==> config.mk <==
export PLATFORM = sky130hd
export DESIGN_NAME = svw_supervisor
export DESIGN_NICKNAME = d
export VERILOG_FILES = /design/src/rtl/svw_pkg.sv /design/src/rtl/svw_supervisor.sv
export SDC_FILE = /design/constraint.sdc
export NUM_CORES = 1
export LEC_CHECK = 0
export ABC_AREA = 0
export BUFFER_PORTS_ARGS = -buffer_cell sky130_fd_sc_hd__buf_2
export CAP_MARGIN = 10
export CORE_ASPECT_RATIO = 2
export CORE_MARGIN = 2
export CORE_UTILIZATION = 35
export CTS_CLUSTER_DIAMETER = 30
export CTS_CLUSTER_SIZE = 14
export DETAILED_ROUTE_END_ITERATION = 8
export GPL_TIMING_DRIVEN = 0
export HOLD_SLACK_MARGIN = 0.12
export SLEW_MARGIN = 40
export SYNTH_ARGS = -nofsm -noshare
export SYNTH_HDL_FRONTEND = slang
export SYNTH_SLANG_ARGS = --single-unit
==> constraint.sdc <==
create_clock -name core_clk -period 12.4 [get_ports core_clk]
set_clock_uncertainty 0.1 [all_clocks]
set_input_delay 1.86 -clock core_clk [delete_from_list [all_inputs] [get_ports core_clk]]
set_output_delay 1.86 -clock core_clk [all_outputs]
set_load 0.01 [all_outputs]
==> src/rtl/svw_pkg.sv <==
`default_nettype none
package svw_pkg;
   // core clock and derived timing
   localparam longint CLK_HZ          = 64'd100_000_000;
   localparam longint HOLD_TIME_MS    = 64'd100;  // power-up / reset hold
   localparam longint WD_STEP_MS      = 64'd100;  // watchdog step
   localparam longint DEBOUNCE_US     = 64'd1000; // manual reset filter
   localparam longint CAL_WAVE_HZ     = 64'd512;
   // least times round up
   localparam longint HOLD_CYCLES_L   =
      (CLK_HZ * HOLD_TIME_MS + 64'd999) / 64'd1000;
   localparam longint WD_STEP_CYCLES_L =
      (CLK_HZ * WD_STEP_MS + 64'd999) / 64'd1000;
   localparam longint DEBOUNCE_CYCLES_L =
      (CLK_HZ * DEBOUNCE_US + 64'd999_999) / 64'd1_000_000;
   // half period of the square wave, rounded down
   localparam longint CAL_HALF_CYCLES_L = CLK_HZ / (CAL_WAVE_HZ * 64'd2);
   localparam int unsigned HOLD_CYCLES      = int'(HOLD_CYCLES_L);
   localparam int unsigned WD_STEP_CYCLES   = int'(WD_STEP_CYCLES_L);
   localparam int unsigned DEBOUNCE_CYCLES  = int'(DEBOUNCE_CYCLES_L);
   localparam int unsigned CAL_HALF_CYCLES  = int'(CAL_HALF_CYCLES_L);

   // register offsets
   localparam logic [7:0] REG_CAL_CTRL   = 8'h00;
   localparam logic [7:0] REG_FLAGS      = 8'h09;
   localparam logic [7:0] REG_WD_CTRL    = 8'h0a;
   localparam logic [7:0] REG_SUPPLY_CFG = 8'h0b;
   localparam logic [7:0] REG_CNT_CTRL   = 8'h0c;
   localparam logic [7:0] REG_EVENT_INPUT_ONE_LO    = 8'h0d;
   localparam logic [7:0] REG_EVENT_INPUT_ONE_HI    = 8'h0e;
   localparam logic [7:0] REG_EVENT_INPUT_TWO_LO    = 8'h0f;
   localparam logic [7:0] REG_EVENT_INPUT_TWO_HI    = 8'h10;
   localparam logic [7:0] REG_SERIAL_0   = 8'h11;
   localparam logic [7:0] REG_SERIAL_7   = 8'h18;

   // field positions
   localparam int CAL_MODE_BIT   = 2;
   localparam int POR_FLAG_BIT   = 6;
   localparam int WD_FLAG_BIT    = 7;
   localparam int WD_FAULT_EN    = 7;
   localparam int WD_TIMEOUT_W   = 5;
   localparam int LOCK_BIT       = 7;
   localparam int TRIP_W         = 2;
   localparam int EDGE_ONE_BIT   = 0;
   localparam int EDGE_TWO_BIT   = 1;
   localparam int CHAIN_BIT      = 2;
   localparam int SNAP_BIT       = 3;

   localparam logic [3:0] WD_RESTART_PATTERN = 4'ha;
   localparam logic [WD_TIMEOUT_W-1:0] WD_STOPPED = 5'h1f;
   localparam logic [WD_TIMEOUT_W-1:0] WD_TIMEOUT_MAXRUN = 5'h1d;

   // reset values of the stored settings
   localparam logic [WD_TIMEOUT_W-1:0] WD_TIMEOUT_RST = 5'h1f;
   localparam logic [TRIP_W-1:0]       TRIP_RST       = 2'h0;
   localparam logic [3:0]              CNT_CTRL_RST   = 4'h0;

   typedef struct packed {
      logic       wr;
      logic [7:0] addr;
      logic [7:0] data;
   } svw_reg_req_t;

   typedef struct packed {
      logic rstIn;   // level seen on the reset line
      logic rstOut;  // level driven when enabled
      logic rstOe;   // high while pulling the line low
   } svw_rst_pin_t;
endpackage : svw_pkg
`default_nettype wire

==> src/rtl/svw_supervisor.sv <==
// Functional notes
// Pull reset line low while supply below trip, release after hold.
// Hold reset low at least 100 ms after supply recovers.
// Ignore register traffic while reset asserted; started writes complete.
// Trip field bits 1:0 of 0Bh choose one of four thresholds.
// Five-bit timeout gives 100 ms to 3 s in 100 ms steps.
// Watchdog drives reset only when fault enable set and timer expired.
// Watchdog restarts on the rising edge ending any reset pulse.
// With enable clear, expiry only sets the watchdog fault flag.
// Timeout all ones stops the watchdog counter.
// Writing 1010b to 09h low nibble restarts watchdog, loads timeout.
// Watchdog held disabled while supply below trip.
// Register 0Ah holds timeout in bits 4:0, fault enable bit 7.
// External low on reset line is debounced, then driven low 100 ms.
// Supply flag bit 6, watchdog flag bit 7 of 09h; software clears.
// Shared output low while sense input below reference.
// Calibration bit drives 512 Hz square wave, comparator ignored.
// Each event input increments its own 16-bit counter on chosen edge.
// Snapshot bit copies all four counter bytes into stable read copies.
// Counters writable; counting suppressed during such a write.
// Chain bit makes one 32-bit counter driven by input one only.
// Edge selects at bits 0 and 1; set them before presetting.
// Serial bytes 11h-18h writable until lock set; lock is permanent.
// Reset source flag cleared only by software writing zero.
// Event inputs synchronised, edges detected, one increment per edge.
`default_nettype none
module svw_supervisor
   import svw_pkg::*;
#(
   parameter int unsigned HOLD_CYC     = svw_pkg::HOLD_CYCLES,
   parameter int unsigned WD_STEP_CYC  = svw_pkg::WD_STEP_CYCLES,
   parameter int unsigned DEBOUNCE_CYC = svw_pkg::DEBOUNCE_CYCLES,
   parameter int unsigned CAL_HALF_CYC = svw_pkg::CAL_HALF_CYCLES
)
(
   // clock and reset
   input  wire logic                  core_clk,
   input  wire logic                  rst,
   // analog front end results
   input  wire logic [3:0]            supplyBelowLevel,
   input  wire logic                  powerFailSenseLow,
   // register access
   input  wire svw_pkg::svw_reg_req_t regReq,
   output logic [7:0]                 regRdData,
   output logic                       regLocked,
   // reset line
   input  wire logic                  rstLineIn,
   output svw_pkg::svw_rst_pin_t      rstLine,
   // event inputs
   input  wire logic                  eventInputOne,
   input  wire logic                  eventInputTwo,
   // shared fail / calibration output
   output logic                       calOrFailOut
);
   import svw_pkg::*;

   if (HOLD_CYC < 1 || WD_STEP_CYC < 1 || DEBOUNCE_CYC < 1 ||
       CAL_HALF_CYC < 1)
   begin : gCheck
      $error("svw_supervisor: timing counts must be at least one");
   end

   // register state
   logic                    calMode_q;
   logic                    porFlag_q;
   logic                    wdFlag_q;
   logic [WD_TIMEOUT_W-1:0] wdTimeout_q;
   logic                    wdFaultEn_q;
   logic [TRIP_W-1:0]       tripSel_q;
   logic                    serialLock_q;
   logic [3:0]              cntCtrl_q;
   logic [7:0]              serial_q [8];
   logic [31:0]             count_q;
   logic [31:0]             snap_q;

   // reset line state
   logic        supplyLow;
   logic [31:0] holdCnt_q;
   logic [31:0] debCnt_q;
   logic        rstDrive;
   logic        rstDrivePrev_q;
   logic        wdExpire;
   logic        wdTrip;
   logic        manualTrip;

   // watchdog state
   logic [31:0]             wdPre_q;
   logic [WD_TIMEOUT_W-1:0] wdSteps_q;
   logic [WD_TIMEOUT_W-1:0] wdLoad_q;
   logic                    wdRestart;

   // write decode, refused while reset is driven
   logic wrOk;
   logic wrFlags;
   logic wrCntByte;
   assign wrOk      = regReq.wr && !rstDrive;
   assign wrFlags   = wrOk && regReq.addr == REG_FLAGS;
   assign wrCntByte = wrOk && regReq.addr >= REG_EVENT_INPUT_ONE_LO &&
                      regReq.addr <= REG_EVENT_INPUT_TWO_HI;
   assign regLocked = rstDrive;

   assign supplyLow = supplyBelowLevel[tripSel_q];

   // reset line driver
   assign rstDrive = supplyLow || holdCnt_q != 32'h0;
   assign rstLine.rstOut = 1'b0;
   assign rstLine.rstOe  = rstDrive;
   assign rstLine.rstIn  = rstLineIn;

   // watchdog drives reset only when enabled
   assign wdTrip = wdExpire && wdFaultEn_q;

   // the hold counter reloads while supply is low, so the full hold
   // always follows recovery, whatever the trigger was
   always_ff @(posedge core_clk or posedge rst)
   begin
      if (rst)
         holdCnt_q <= HOLD_CYC;
      else if (supplyLow || wdTrip || manualTrip)
         holdCnt_q <= HOLD_CYC;
      else if (holdCnt_q != 32'h0)
         holdCnt_q <= holdCnt_q - 32'h1;
   end

   // manual reset filter: only an external low while not driving counts
   always_ff @(posedge core_clk or posedge rst)
   begin
      if (rst)
         debCnt_q <= 32'h0;
      else if (rstDrive || rstLineIn)
         debCnt_q <= 32'h0;
      else if (debCnt_q != DEBOUNCE_CYC)
         debCnt_q <= debCnt_q + 32'h1;
   end
   assign manualTrip = debCnt_q == DEBOUNCE_CYC - 1 && !rstLineIn &&
                       !rstDrive;

   always_ff @(posedge core_clk or posedge rst)
   begin
      if (rst)
         rstDrivePrev_q <= 1'b1;
      else
         rstDrivePrev_q <= rstDrive;
   end

   // restart on release of reset or on the pattern
   assign wdRestart = (rstDrivePrev_q && !rstDrive) ||
      (wrFlags && regReq.data[3:0] == WD_RESTART_PATTERN);

   // watchdog: prescaler of one step, then step counter; held through any
   // reset pulse, else a timeout shorter than the hold retriggers it forever
   always_ff @(posedge core_clk or posedge rst)
   begin
      if (rst)
      begin
         wdPre_q   <= 32'h0;
         wdSteps_q <= '0;
         wdLoad_q  <= WD_TIMEOUT_RST;
      end
      else if (wdRestart)
      begin
         wdPre_q   <= 32'h0;
         wdSteps_q <= '0;
         wdLoad_q  <= wdTimeout_q;
      end
      else if (supplyLow || rstDrive || wdLoad_q == WD_STOPPED)
      begin
         wdPre_q   <= 32'h0;
         wdSteps_q <= '0;
      end
      else if (wdExpire)
      begin
         wdPre_q   <= 32'h0; // free running: starts a new period
         wdSteps_q <= '0;
      end
      else if (wdPre_q == WD_STEP_CYC - 1)
      begin
         wdPre_q   <= 32'h0;
         wdSteps_q <= wdSteps_q + 5'h1;
      end
      else
         wdPre_q <= wdPre_q + 32'h1;
   end
   // field n gives n+1 steps; codes above the 3 s point other than all ones stay at 3 s
   assign wdExpire = !supplyLow && !rstDrive && wdLoad_q != WD_STOPPED &&
      wdPre_q == WD_STEP_CYC - 1 &&
      wdSteps_q == ((wdLoad_q > WD_TIMEOUT_MAXRUN) ?
                    WD_TIMEOUT_MAXRUN : wdLoad_q);

   // reset source flags: set wins over a software clear
   always_ff @(posedge core_clk or posedge rst)
   begin
      if (rst)
      begin
         porFlag_q <= 1'b0;
         wdFlag_q  <= 1'b0;
      end
      else
      begin
         if (supplyLow)
            porFlag_q <= 1'b1;
         else if (wrFlags && !regReq.data[POR_FLAG_BIT])
            porFlag_q <= 1'b0;
         if (wdExpire)
            wdFlag_q <= 1'b1;
         else if (wrFlags && !regReq.data[WD_FLAG_BIT])
            wdFlag_q <= 1'b0;
      end
   end

   // control registers
   always_ff @(posedge core_clk or posedge rst)
   begin
      if (rst)
      begin
         calMode_q    <= 1'b0;
         wdTimeout_q  <= WD_TIMEOUT_RST;
         wdFaultEn_q  <= 1'b0;
         tripSel_q    <= TRIP_RST;
         serialLock_q <= 1'b0;
         cntCtrl_q    <= CNT_CTRL_RST;
      end
      else if (wrOk)
      begin
         unique case (regReq.addr)
            REG_CAL_CTRL:
               calMode_q <= regReq.data[CAL_MODE_BIT];
            REG_WD_CTRL:
            begin
               wdTimeout_q <= regReq.data[WD_TIMEOUT_W-1:0];
               wdFaultEn_q <= regReq.data[WD_FAULT_EN];
            end
            REG_SUPPLY_CFG:
            begin
               tripSel_q <= regReq.data[TRIP_W-1:0];
               if (regReq.data[LOCK_BIT])
                  serialLock_q <= 1'b1;
            end
            REG_CNT_CTRL:
               cntCtrl_q <= regReq.data[3:0];
            default:
               ;
         endcase
      end
   end

   // serial number bytes
   always_ff @(posedge core_clk or posedge rst)
   begin
      if (rst)
         serial_q <= '{default: 8'h00};
      else if (wrOk && !serialLock_q && regReq.addr >= REG_SERIAL_0 &&
               regReq.addr <= REG_SERIAL_7)
         serial_q[3'(regReq.addr - REG_SERIAL_0)] <= regReq.data;
   end

   // event inputs: two-stage synchroniser, then edge detect
   logic [1:0] evMeta_q;
   logic [1:0] evSync_q;
   logic [1:0] evPrev_q;
   logic [1:0] evEdge;
   always_ff @(posedge core_clk or posedge rst)
   begin
      if (rst)
      begin
         evMeta_q <= 2'h0;
         evSync_q <= 2'h0;
         evPrev_q <= 2'h0;
      end
      else
      begin
         evMeta_q <= {eventInputTwo, eventInputOne};
         evSync_q <= evMeta_q;
         evPrev_q <= evSync_q;
      end
   end
   // select bit high counts rising edges, low counts falling edges
   assign evEdge[0] = cntCtrl_q[EDGE_ONE_BIT] ?
      (evSync_q[0] && !evPrev_q[0]) : (!evSync_q[0] && evPrev_q[0]);
   assign evEdge[1] = cntCtrl_q[EDGE_TWO_BIT] ?
      (evSync_q[1] && !evPrev_q[1]) : (!evSync_q[1] && evPrev_q[1]);

   // counters; a write to any counter byte drops that cycle's edges
   logic [31:0] countInc;
   always_comb
   begin
      countInc = count_q;
      if (cntCtrl_q[CHAIN_BIT])
      begin
         if (evEdge[0])
            countInc = count_q + 32'h1;
      end
      else
      begin
         if (evEdge[0])
            countInc[15:0] = count_q[15:0] + 16'h1;
         if (evEdge[1])
            countInc[31:16] = count_q[31:16] + 16'h1;
      end
   end

   always_ff @(posedge core_clk or posedge rst)
   begin
      if (rst)
         count_q <= 32'h0;
      else if (wrCntByte)
      begin
         unique case (regReq.addr)
            REG_EVENT_INPUT_ONE_LO: count_q[7:0]   <= regReq.data;
            REG_EVENT_INPUT_ONE_HI: count_q[15:8]  <= regReq.data;
            REG_EVENT_INPUT_TWO_LO: count_q[23:16] <= regReq.data;
            REG_EVENT_INPUT_TWO_HI: count_q[31:24] <= regReq.data;
            default:     count_q        <= count_q;
         endcase
      end
      else
         count_q <= countInc;
   end

   // snapshot of all four bytes; reads come from the copy only
   always_ff @(posedge core_clk or posedge rst)
   begin
      if (rst)
         snap_q <= 32'h0;
      else if (wrOk && regReq.addr == REG_CNT_CTRL &&
               regReq.data[SNAP_BIT])
         snap_q <= count_q;
   end

   // square wave and shared output
   logic [31:0] calDiv_q;
   logic        calWave_q;
   always_ff @(posedge core_clk or posedge rst)
   begin
      if (rst)
      begin
         calDiv_q  <= 32'h0;
         calWave_q <= 1'b0;
      end
      else if (!calMode_q)
      begin
         calDiv_q  <= 32'h0;
         calWave_q <= 1'b0;
      end
      else if (calDiv_q == CAL_HALF_CYC - 1)
      begin
         calDiv_q  <= 32'h0;
         calWave_q <= !calWave_q;
      end
      else
         calDiv_q <= calDiv_q + 32'h1;
   end

   // hysteresis on a rising sense input lives in the analog comparator
   always_ff @(posedge core_clk or posedge rst)
   begin
      if (rst)
         calOrFailOut <= 1'b1;
      else if (calMode_q)
         calOrFailOut <= calWave_q;
      else
         calOrFailOut <= !powerFailSenseLow;
   end

   // read data, one cycle after the address; unmapped reads zero
   always_ff @(posedge core_clk or posedge rst)
   begin
      if (rst)
         regRdData <= 8'h00;
      else if (rstDrive)
         regRdData <= 8'h00;
      else if (regReq.addr >= REG_SERIAL_0 && regReq.addr <= REG_SERIAL_7)
         regRdData <= serial_q[3'(regReq.addr - REG_SERIAL_0)];
      else
      begin
         unique case (regReq.addr)
            REG_CAL_CTRL:
               regRdData <= 8'(calMode_q) << CAL_MODE_BIT;
            REG_FLAGS:
               regRdData <= (8'(wdFlag_q) << WD_FLAG_BIT) |
                            (8'(porFlag_q) << POR_FLAG_BIT);
            REG_WD_CTRL:
               regRdData <= (8'(wdFaultEn_q) << WD_FAULT_EN) |
                            8'(wdTimeout_q);
            REG_SUPPLY_CFG:
               regRdData <= (8'(serialLock_q) << LOCK_BIT) |
                            8'(tripSel_q);
            REG_CNT_CTRL: regRdData <= 8'(cntCtrl_q);
            REG_EVENT_INPUT_ONE_LO:  regRdData <= snap_q[7:0];
            REG_EVENT_INPUT_ONE_HI:  regRdData <= snap_q[15:8];
            REG_EVENT_INPUT_TWO_LO:  regRdData <= snap_q[23:16];
            REG_EVENT_INPUT_TWO_HI:  regRdData <= snap_q[31:24];
            default:      regRdData <= 8'h00;
         endcase
      end
   end
endmodule : svw_supervisor
`default_nettype wire

== Yosys cells after proc, flatten, opt, wreduce, memory -nomap -nowiden ==
Cells that the tools add are included.

* $add $sub $neg: 9
* Magnitude comparators: 8
* Eq/ne operators: 22
* Multiplexer cells: 44
* Bitwise operators: 4
* Reduce and logical (&&, ||, !) cells: 63

{| class="wikitable"
|+ Operators by type and width
! kind !! count
|-
| 32-bit 2-to-1 mux || 13
|-
| 32-bit by 1-bit adder with 32-bit output (second input constant) || 4
|-
| 8-bit 2-to-1 mux || 9
|-
| 8-bit case mux with 9 select lines || 1
|-
| 64-bit bitwise mux || 1
|-
| 32-bit by 17-bit == test with 1-bit output (second input constant) || 2
|-
| 8-bit by 4-bit == test with 1-bit output (second input constant) || 7
|-
| 16-bit by 1-bit adder with 16-bit output (second input constant) || 2
|-
| 32-bit by 24-bit == test with 1-bit output (second input constant) || 1
|-
| 16-bit 2-to-1 mux || 2
|-
| 32-bit by 17-bit inequality test with 1-bit output (second input constant) || 1
|-
| 32-bit nonzero test || 1
|-
| 32-bit by 1-bit subtractor with 32-bit output (second input constant) || 1
|-
| 1-bit logical AND || 26
|-
| 5-bit 2-to-1 mux || 5
|-
| 8-bit binary-select mux with 3-bit select || 1
|-
| 8-bit demux with 3-bit select || 1
|-
| 8-bit by 5-bit less-or-equal comparator with 1-bit output (second input constant) || 2
|-
| 1-bit zero test || 12
|-
| 2-bit AND reduction || 6
|-
| 1-bit 2-to-1 mux || 10
|-
| 2-bit by 1-bit inequality test with 1-bit output (second input constant) || 5
|-
| 2-bit nonzero test || 5
|-
| 3-bit AND reduction || 3
|-
| other kinds (23) || 29
|}

* Bits in registers: 299
* Input port bits: 27
* Output and inout port bits: 13
* Logic and storage cells: 184

== Longest topological paths before layout ==
Gate-level depths: netlist of the first run.

* Depth after elaboration: 12
* Depth in mapped cells: 11
* Depth with buffers taken out: 8

== Worst setup path before layout of the first run ==
OpenSTA, ideal clock, no wires.

* Path type: input port to output port
* Start: input port supplyBelowLevel[3]
* End: output port rstLine[0] (netlist bit)
* Arrival time: 2952 ps
* Required time: 10440 ps
* Slack: 7488 ps
* Cell stages on the path: 4
* Path buffers: 2
* Cell sequence: mux4_2 nand2b_1 clkbuf_1 buf_4

* Word-level cells in the longest chain between the ends: 3

{| class="wikitable"
|+ RTL lines
! item !! RTL line !! RTL
|-
| from (decl) || svw_supervisor.sv:40 || <nowiki>input wire logic [3:0] supplyBelowLevel,</nowiki>
|-
| 1-bit binary-select mux with 2-bit select || svw_supervisor.sv:102 || <nowiki>assign supplyLow = supplyBelowLevel[tripSel_q];</nowiki>
|-
| 1-bit 2-to-1 mux (not written as such) || svw_supervisor.sv:102 ||
|-
| 1-bit logical OR || svw_supervisor.sv:105 || <nowiki>assign rstDrive = supplyLow || holdCnt_q != 32'h0;</nowiki>
|-
| to (decl) || svw_supervisor.sv:48 || <nowiki>output svw_pkg::svw_rst_pin_t rstLine,</nowiki>
|}

No other way between the ends. The select of a mux whose other input is x is not followed.

== Worst setup path in the final report of the first run ==
* Start: input port regReq[8] (netlist bit)
* End: register serial_q[9] (netlist bit)

* Word-level cells in the longest chain between the ends: 7
* Elaborated cells on any way between the ends: 12
* Classes of those cells: add/sub: 1; order compare: 4; mux: 3; bitwise: 1; reduce/logical: 3

{| class="wikitable"
|+ RTL lines
! item !! RTL line !! RTL
|-
| from (decl) || svw_supervisor.sv:43 || <nowiki>input wire svw_pkg::svw_reg_req_t regReq,</nowiki>
|-
| 3-bit by 1-bit subtractor with 3-bit output || svw_supervisor.sv:254 || <nowiki>serial_q[3'(regReq.addr - REG_SERIAL_0)] <= regReq.data;</nowiki>
|-
| 3-bit inverter with 4-bit output (not written as such) || svw_supervisor.sv:254 ||
|-
| 4-bit greater-or-equal comparator (not written as such) / 4-bit by 1-bit < comparator with 1-bit output (equally long branches) || svw_supervisor.sv:254 ||
|-
| 1-bit logical AND (not written as such) || svw_supervisor.sv:254 ||
|-
| 8-bit 2-to-1 mux (not written as such) || svw_supervisor.sv:254 ||
|-
| 8-bit demux with 3-bit select || svw_supervisor.sv:254 ||
|-
| 64-bit bitwise mux || svw_supervisor.sv:254 ||
|-
| to (signal, indexed assignment) || svw_supervisor.sv:254 ||
|-
| to (decl) || svw_supervisor.sv:72 || <nowiki>logic [7:0] serial_q [8];</nowiki>
|}

Parallel ways exist; a longest one is shown, timed or not.
A chain may end at the register's enable or synchronous reset.

==> flow_summary.toml, run 1 <==
[final_layout]
final_area_um2 = 17800
area_growth_pct = 16.1
layout.nets = 1620
layout-drive-gt1-share = 0.192
n_fill_cell = 4186

[routing]
ant_nets = 0
drt-pass1-iter-count = 5
drt_iter0_markers = 793
vias = 12200
routedWlPerCell_um = 20.6
drc_errors = 0
vias_per_cell = 5.65
routed_wl_um = 44600

[placement]
hpwl_um = 32500
postPlaceCellArea_um2 = 16400
io_buffers = 37
dp_slack_ns = 5.68
gp_congestion = 0.939

[timing]
min_period_over_period = 0.484
finalSetupViolations = 0
rsz0062_at_grt = "false"
finalHoldViolCount = 0
fmax_mhz = 167
fin_hold_ws_ns = 0.256
tightest_slew_ns = 0.831
maxSlewHeadroom = 0.446
slew_viol_final = 0
min_period_ns = 6.00
fin_ws_ns = 6.40

[global_route]
track_usage = 0.196
grt_max_degree = 76
antenna_found_initial = 3
grt_pass1_wl_um = 71500
overflow = 0
grt_pass1_vias = 12900

[yosys]
synth_cells = 1493
syn-mean-instance-area_um2 = 10.3
synth_ff_type = "dfrtp_1"
synth.largest_area_cell = "dfrtp_1"
ys_warn_count = 0
synth_nets = 1534
synth-edff-count = 0
synth_cell_types = 83
synth.top_cells.by_area = "dfrtp_1 (45%), mux2_2 (8.4%), nor2_1 (4.6%)"
synth_common_cells = "dfrtp_1 (279), nor2_1 (187), mux2_2 (115), nand2_1 (108), nand3_1 (80)"
synth_area_um2 = 15300
synth.top_cell.area_share = 0.455
ys_seq_area_frac = 0.489
synth_most_common_cell = "dfrtp_1"
async_reset_ff_frac = 1.00
yosys_register_bits = 299

[floorplan]
io_pins = 40
core_area_um2 = 43400
num_rows = 108
die_y_um = 300
die_w_um = 152
start_util = 0.354
dieArea_um2 = 45600

[clock_tree]
cts_buffers = 42
clock_latency_ns = 0.55
cts.path.max_buffers = 3
cts_resized = 0
post_cts_hold_buffer_count = 0
post_cts.repair.setup_buffers = 0
clkTransAtPathRegs_ns = 0.06
cts.sinks = 299
cts_tree = "done"
htreeDepth = 2
cts-root-buf = "clkbuf_16"

[power_and_ir_drop]
vdd_ir_drop_max_v = 0.0000828
p_leak_nw = 7.43
power_density_nw_per_um2 = 135
power_w = 0.00240

[worst_hold_path]
min_path_type = "reg2reg"

[setup_path]
worstPathRequired_ns = 12.72
cp.arrival_ns = 6.32
critPathLaunchType = "input port"
critPathMaxFanout = 12
critPathKind = "in2reg"
cp-end-kind = "flop"

[run]
drv_cap = 0

[status]
status = "finished, final reports clean"
-- metrics by stage --
stage	TNS (ns)	std cells	utilization
2_1_floorplan	0	1493	-
3_3_place_gp	-312.52	2080	0.374
3_5_place_dp	0	2085	0.378
4_1_cts	0	2161	0.410
5_1_grt	0	2161	0.411
6_report	0	2162	0.411
-- critical path: stages --
cell	delay [ns]
buf_2	0.12
clkbuf_1	0.59
inv_1	0.21
clkbuf_1	0.38
ha_1	0.40
xor2_2	0.46
clkbuf_1	0.52
buf_1	0.53
nand4_1	0.72
mux2_2	0.51
-- where the power goes --
group | switching (W) | internal (W)
sequential | 0.0000395 | 0.00100
combinational | 0.000115 | 0.0000605
clock | 0.000487 | 0.000702
total | 0.000641 | 0.00176
-- sequential cells by signal (all words and copies together) (netlist names), 8 cells and up --
register and cells:
serial_q 64, wdPre_q 32, debCnt_q 32, calDiv_q 32, regRdData 8, snap_q 32
holdCnt_q 32, count_q 32
-- metal layers --
| metal | wire [um] | vias up | GRT usage |
|---|---|---|---|
| li1 | - | 5567 | - |
| met2 | 23500 | 384 | 0.358 |
| met3 | 1970 | 167 | 0.0297 |
| met5 | 23 | - | 0 |
| met1 | 15700 | 6092 | 0.201 |
| met4 | 3490 | 4 | 0.144 |
-- final timing paths --
| kind | from | end | slack [ns] | cells past startpoint |
|---|---|---|---|---|
| worst max-delay path | regReq[8] | serial_q[9] | 6.40 | 10 |
| worst min-delay path | evMeta_q[0] | evSync_q[0] | 0.26 | 0 |
| worst max register to register | holdCnt_q[18] | serial_q[9] | 8.10 | 8 |
| worst min register to register | evMeta_q[0] | evSync_q[0] | 0.26 | 0 |
| max in group asynchronous | rst | holdCnt_q[15] | 9.61 | 5 |
| min in group asynchronous | rst | regRdData[0] | 1.22 | 2 |
-- cells in the final DEF (no fill, tap or decap), types with 7 or more instances in the layout --
cell,netlist,routed
nand3_1,80,80
nor3_1,52,51
and4_1,13,13
or3_1,11,11
o22ai_1,7,7
mux2i_1,15,15
o211ai_1,13,13
nor4_1,30,28
ha_1,14,14
nand4_1,48,48
buf_2,6,43
a22oi_1,13,13
inv_6,0,7
nor2b_1,8,8
nand2_1,108,108
inv_1,26,25
dfstp_2,20,20
a21oi_1,23,22
nand2b_1,14,14
o21ai_0,31,31
and2_1,13,13
clkbuf_16,0,43
clkinvlp_4,0,8
mux2_2,115,115
a211oi_1,8,8
clkbuf_1,57,58
xnor2_1,49,48
dfrtp_1,279,279
xor2_1,75,74
nor2_1,187,186
and3_1,28,28
-- final cells by class --
class | count | area (um2) | share of cell area
Buffer | 73 | 313 | 0.0176
Tap cell | 550 | 688 | 0.0386
Multi-Input combinational cell | 1095 | 7500 | 0.421
Sequential cell | 299 | 7510 | 0.422
Antenna cell | 1 | 2.50 | 0.000141
Clock buffer | 47 | 1110 | 0.0624
Timing Repair Buffer | 42 | 303 | 0.0170
Inverter | 26 | 105 | 0.00590
Clock inverter | 29 | 278 | 0.0156
-- kinds of logic after synthesis --
kind of cell | synth area share
buffers and inverters | 0.0267
AO/OA/AOI/OAI | 0.0872
flip-flops | 0.489
XOR/XNOR | 0.0708
AND/OR/NAND/NOR | 0.211
multiplexers | 0.103
adder cells (fa/ha/maj) | 0.0114
other | 0.000244
(Power assumes the default switching activity.)
==> run 2: changes to the inputs <==
Settings changed: ABC_AREA 0 to 1.
Clock period 12.4 ns to 5.35 ns, I/O delays scaled along.
==> run 2 against run 1 <==
First-iteration DRC count shrank 12%. Register-to-register slack got worse by 6.1 ns. Sequential share of layout area fell by 3.0 points. Utilization is 1.6 points higher. Clock-buffer cell count grew 23. Sequential cell count did not move. Die area rose by 3.9%. Global-route usage rose by 2.3 points. Clock power increased to 3.1 times the previous value. Area after synthesis is 4.0% higher. Critical path type unchanged. Largest cell class unchanged.
==> flow_summary.toml, run 2 <==
[global_route]
grt_pass1_vias = 15300
overflow = 0
antenna_found_initial = 1
track_usage = 0.219
grt_pass1_wl_um = 81500
grt_max_degree = 26

[yosys]
synth.top_cells.by_area = "dfrtp_1 (44%), nand2_1 (13%), nor2_1 (6.4%)"
yosys_register_bits = 299
async_reset_ff_frac = 1.00
ys_warn_count = 0
synth.top_cell.area_share = 0.438
synth_cells = 2126
synth_most_common_cell = "nand2_1"
synth_area_um2 = 16000
synth-edff-count = 0
syn-mean-instance-area_um2 = 7.50
synth.largest_area_cell = "dfrtp_1"
synth_nets = 2167
synth_common_cells = "nand2_1 (553), dfrtp_1 (279), nor2_1 (272), inv_1 (228), o21ai_0 (185)"
synth_cell_types = 45
ys_seq_area_frac = 0.471
synth_ff_type = "dfrtp_1"

[setup_path]
r2r-start = "holdCnt_q[13]"
cp-end-kind = "flop"
critPathKind = "in2reg"
cp.arrival_ns = 4.35
critPathMaxFanout = 12
cp-startpoint = "regReq[8]"
r2r_slack_ns = 1.98
worstPathRequired_ns = 5.69
critPathLaunchType = "input port"

[routing]
highest_layer = "met5"
wl_met3_um = 2040
vias = 14900
ant_nets = 0
wl_met1_um = 17800
vias_per_cell = 5.25
drt_iter0_markers = 696
drc_errors = 0
routedWlPerCell_um = 17.9
routed_wl_um = 50900
drt-pass1-iter-count = 5
wl_met2_um = 27000

[timing]
tns_ns = 0
fin_hold_ws_ns = 0.251
finalHoldViolCount = 0
tightest_slew_ns = 0.881
finalSetupViolations = 0
rsz0062_at_grt = "false"
slew_viol_final = 0
fin_ws_ns = 1.35
min_period_over_period = 0.748
maxSlewHeadroom = 0.407
fmax_mhz = 250
min_period_ns = 4.00

[floorplan]
io_pins = 40
die_y_um = 306
dieArea_um2 = 47400
core_area_um2 = 45000
die_w_um = 155
num_rows = 110
start_util = 0.355

[clock_tree]
clkTransAtPathRegs_ns = 0.05
cts_buffers = 55
cts-root-buf = "clkbuf_16"
cts.path.max_buffers = 3
clock_latency_ns = 0.57
post_cts.repair.setup_buffers = 0
htreeDepth = 2
cts_tree = "done"
cts.sinks = 299

[final_layout]
n_fill_cell = 4535
mostFrequentLayoutCells = "nand2_1 (553), dfrtp_1 (279), nor2_1 (272), inv_1 (227), o21ai_0 (185)"
largest_reg_flops = 64
n_antenna_cell = 0
layout-drive-gt1-share = 0.0907
postLayoutCoreUtil = 0.426
top_register = "serial_q"
area_growth_pct = 20.3
layout.nets = 2278
fin_cells = 2843
final_common_cell = "nand2_1"

[placement]
gp_congestion = 0.975
io_buffers = 38
dp_slack_ns = 0.911
dp_cells = 2739
hpwl_um = 38900

[power_and_ir_drop]
vdd_ir_drop_max_v = 0.000236
p_leak_nw = 8.53
power_density_nw_per_um2 = 331

[worst_hold_path]
min_path_type = "in2reg"
min_from = "eventInputTwo"

[status]
status = "finished, final reports clean"

[run]
drv_cap = 0
==> run 2: cell types whose count changed after synthesis, moves of 62 or more <==
cell and change:
o21ai_0 +154, nand2_1 +445, inv_1 +202, mux2_2 -115, nor3_1 +62, nor2_1 +85
==> run 2: what timing repair did <==
item,4_1_cts,5_1_grt
hold endpoints to repair,6,0
hold buffers,1,0
gates resized for setup,0,0
==> run 2: worst paths after layout <==
kind | endpoint | cells past startpoint
max in group asynchronous | holdCnt_q[23] | 10
worst min register to register | evSync_q[0] | 0
worst max-delay path | count_q[19] | 16
worst min-delay path | evMeta_q[1] | 1
worst max register to register | count_q[3] | 11
min in group asynchronous | serial_q[39] | 3
==> run 2: report_power, final <==
group	switching, W	total (W)	leakage (nW)	internal (W)
logic	0.000259	0.000379	3.57	0.000120
clock network	0.00125	0.00363	0.927	0.00238
registers	0.0000448	0.00235	4.03	0.00231
==> run 2: cells by family (layout without fill, tap and decap cells) <==
family / after synthesis / count (layout) / synth area share
compound gates: 301 / 301 / 0.102
xor+xnor: 69 / 69 / 0.0379
fa+ha+maj: 14 / 14 / 0.0110
buf+inv: 275 / 432 / 0.0669
flops: 299 / 299 / 0.471
mux: 1 / 1 / 0.000627
other cells: 1 / 1 / 0.000235
simple gates: 1166 / 1166 / 0.311
==> run 2: critical path, stage by stage <==
cell and delay [ns]:
buf_2 0.12, clkbuf_1 0.24, inv_1 0.15, clkbuf_1 0.48, ha_1 0.27, inv_1 0.06, nor3_1 0.19, nand2_1 0.14
a21oi_1 0.31, nand2_1 0.30, inv_1 0.24, nand2_1 0.08, nand3_1 0.39, inv_1 0.35, nand2_1 0.16, nand2_1 0.06
==> run 2: stage by stage <==
stage / power [W] / cell area [um2]
detailed placement: 0.00277 / 17200
CTS: 0.00643 / 19200
finish: 0.00636 / 19200
floorplan: 0.00260 / 16000
global placement: 0.00273 / 16800
global route: 0.00658 / 19200
==> run 2: cell type report <==
| class | count | area (um2) | area share |
|---|---|---|---|
| Inverter | 232 | 875 | 0.0456 |
| Sequential cell | 299 | 7510 | 0.391 |
| Buffer | 43 | 196 | 0.0102 |
| Clock inverter | 33 | 408 | 0.0213 |
| Tap cell | 560 | 701 | 0.0365 |
| Multi-Input combinational cell | 1552 | 7390 | 0.385 |
| Clock buffer | 70 | 1540 | 0.0800 |
| Timing Repair Buffer | 54 | 576 | 0.0300 |
==> run 2: routing by layer <==
layer  GRT usage  vias to the layer above
met5           0                        -
met4       0.164                        2
met3      0.0276                      215
met2       0.406                      474
met1       0.219                     7013
li1            -                     7216
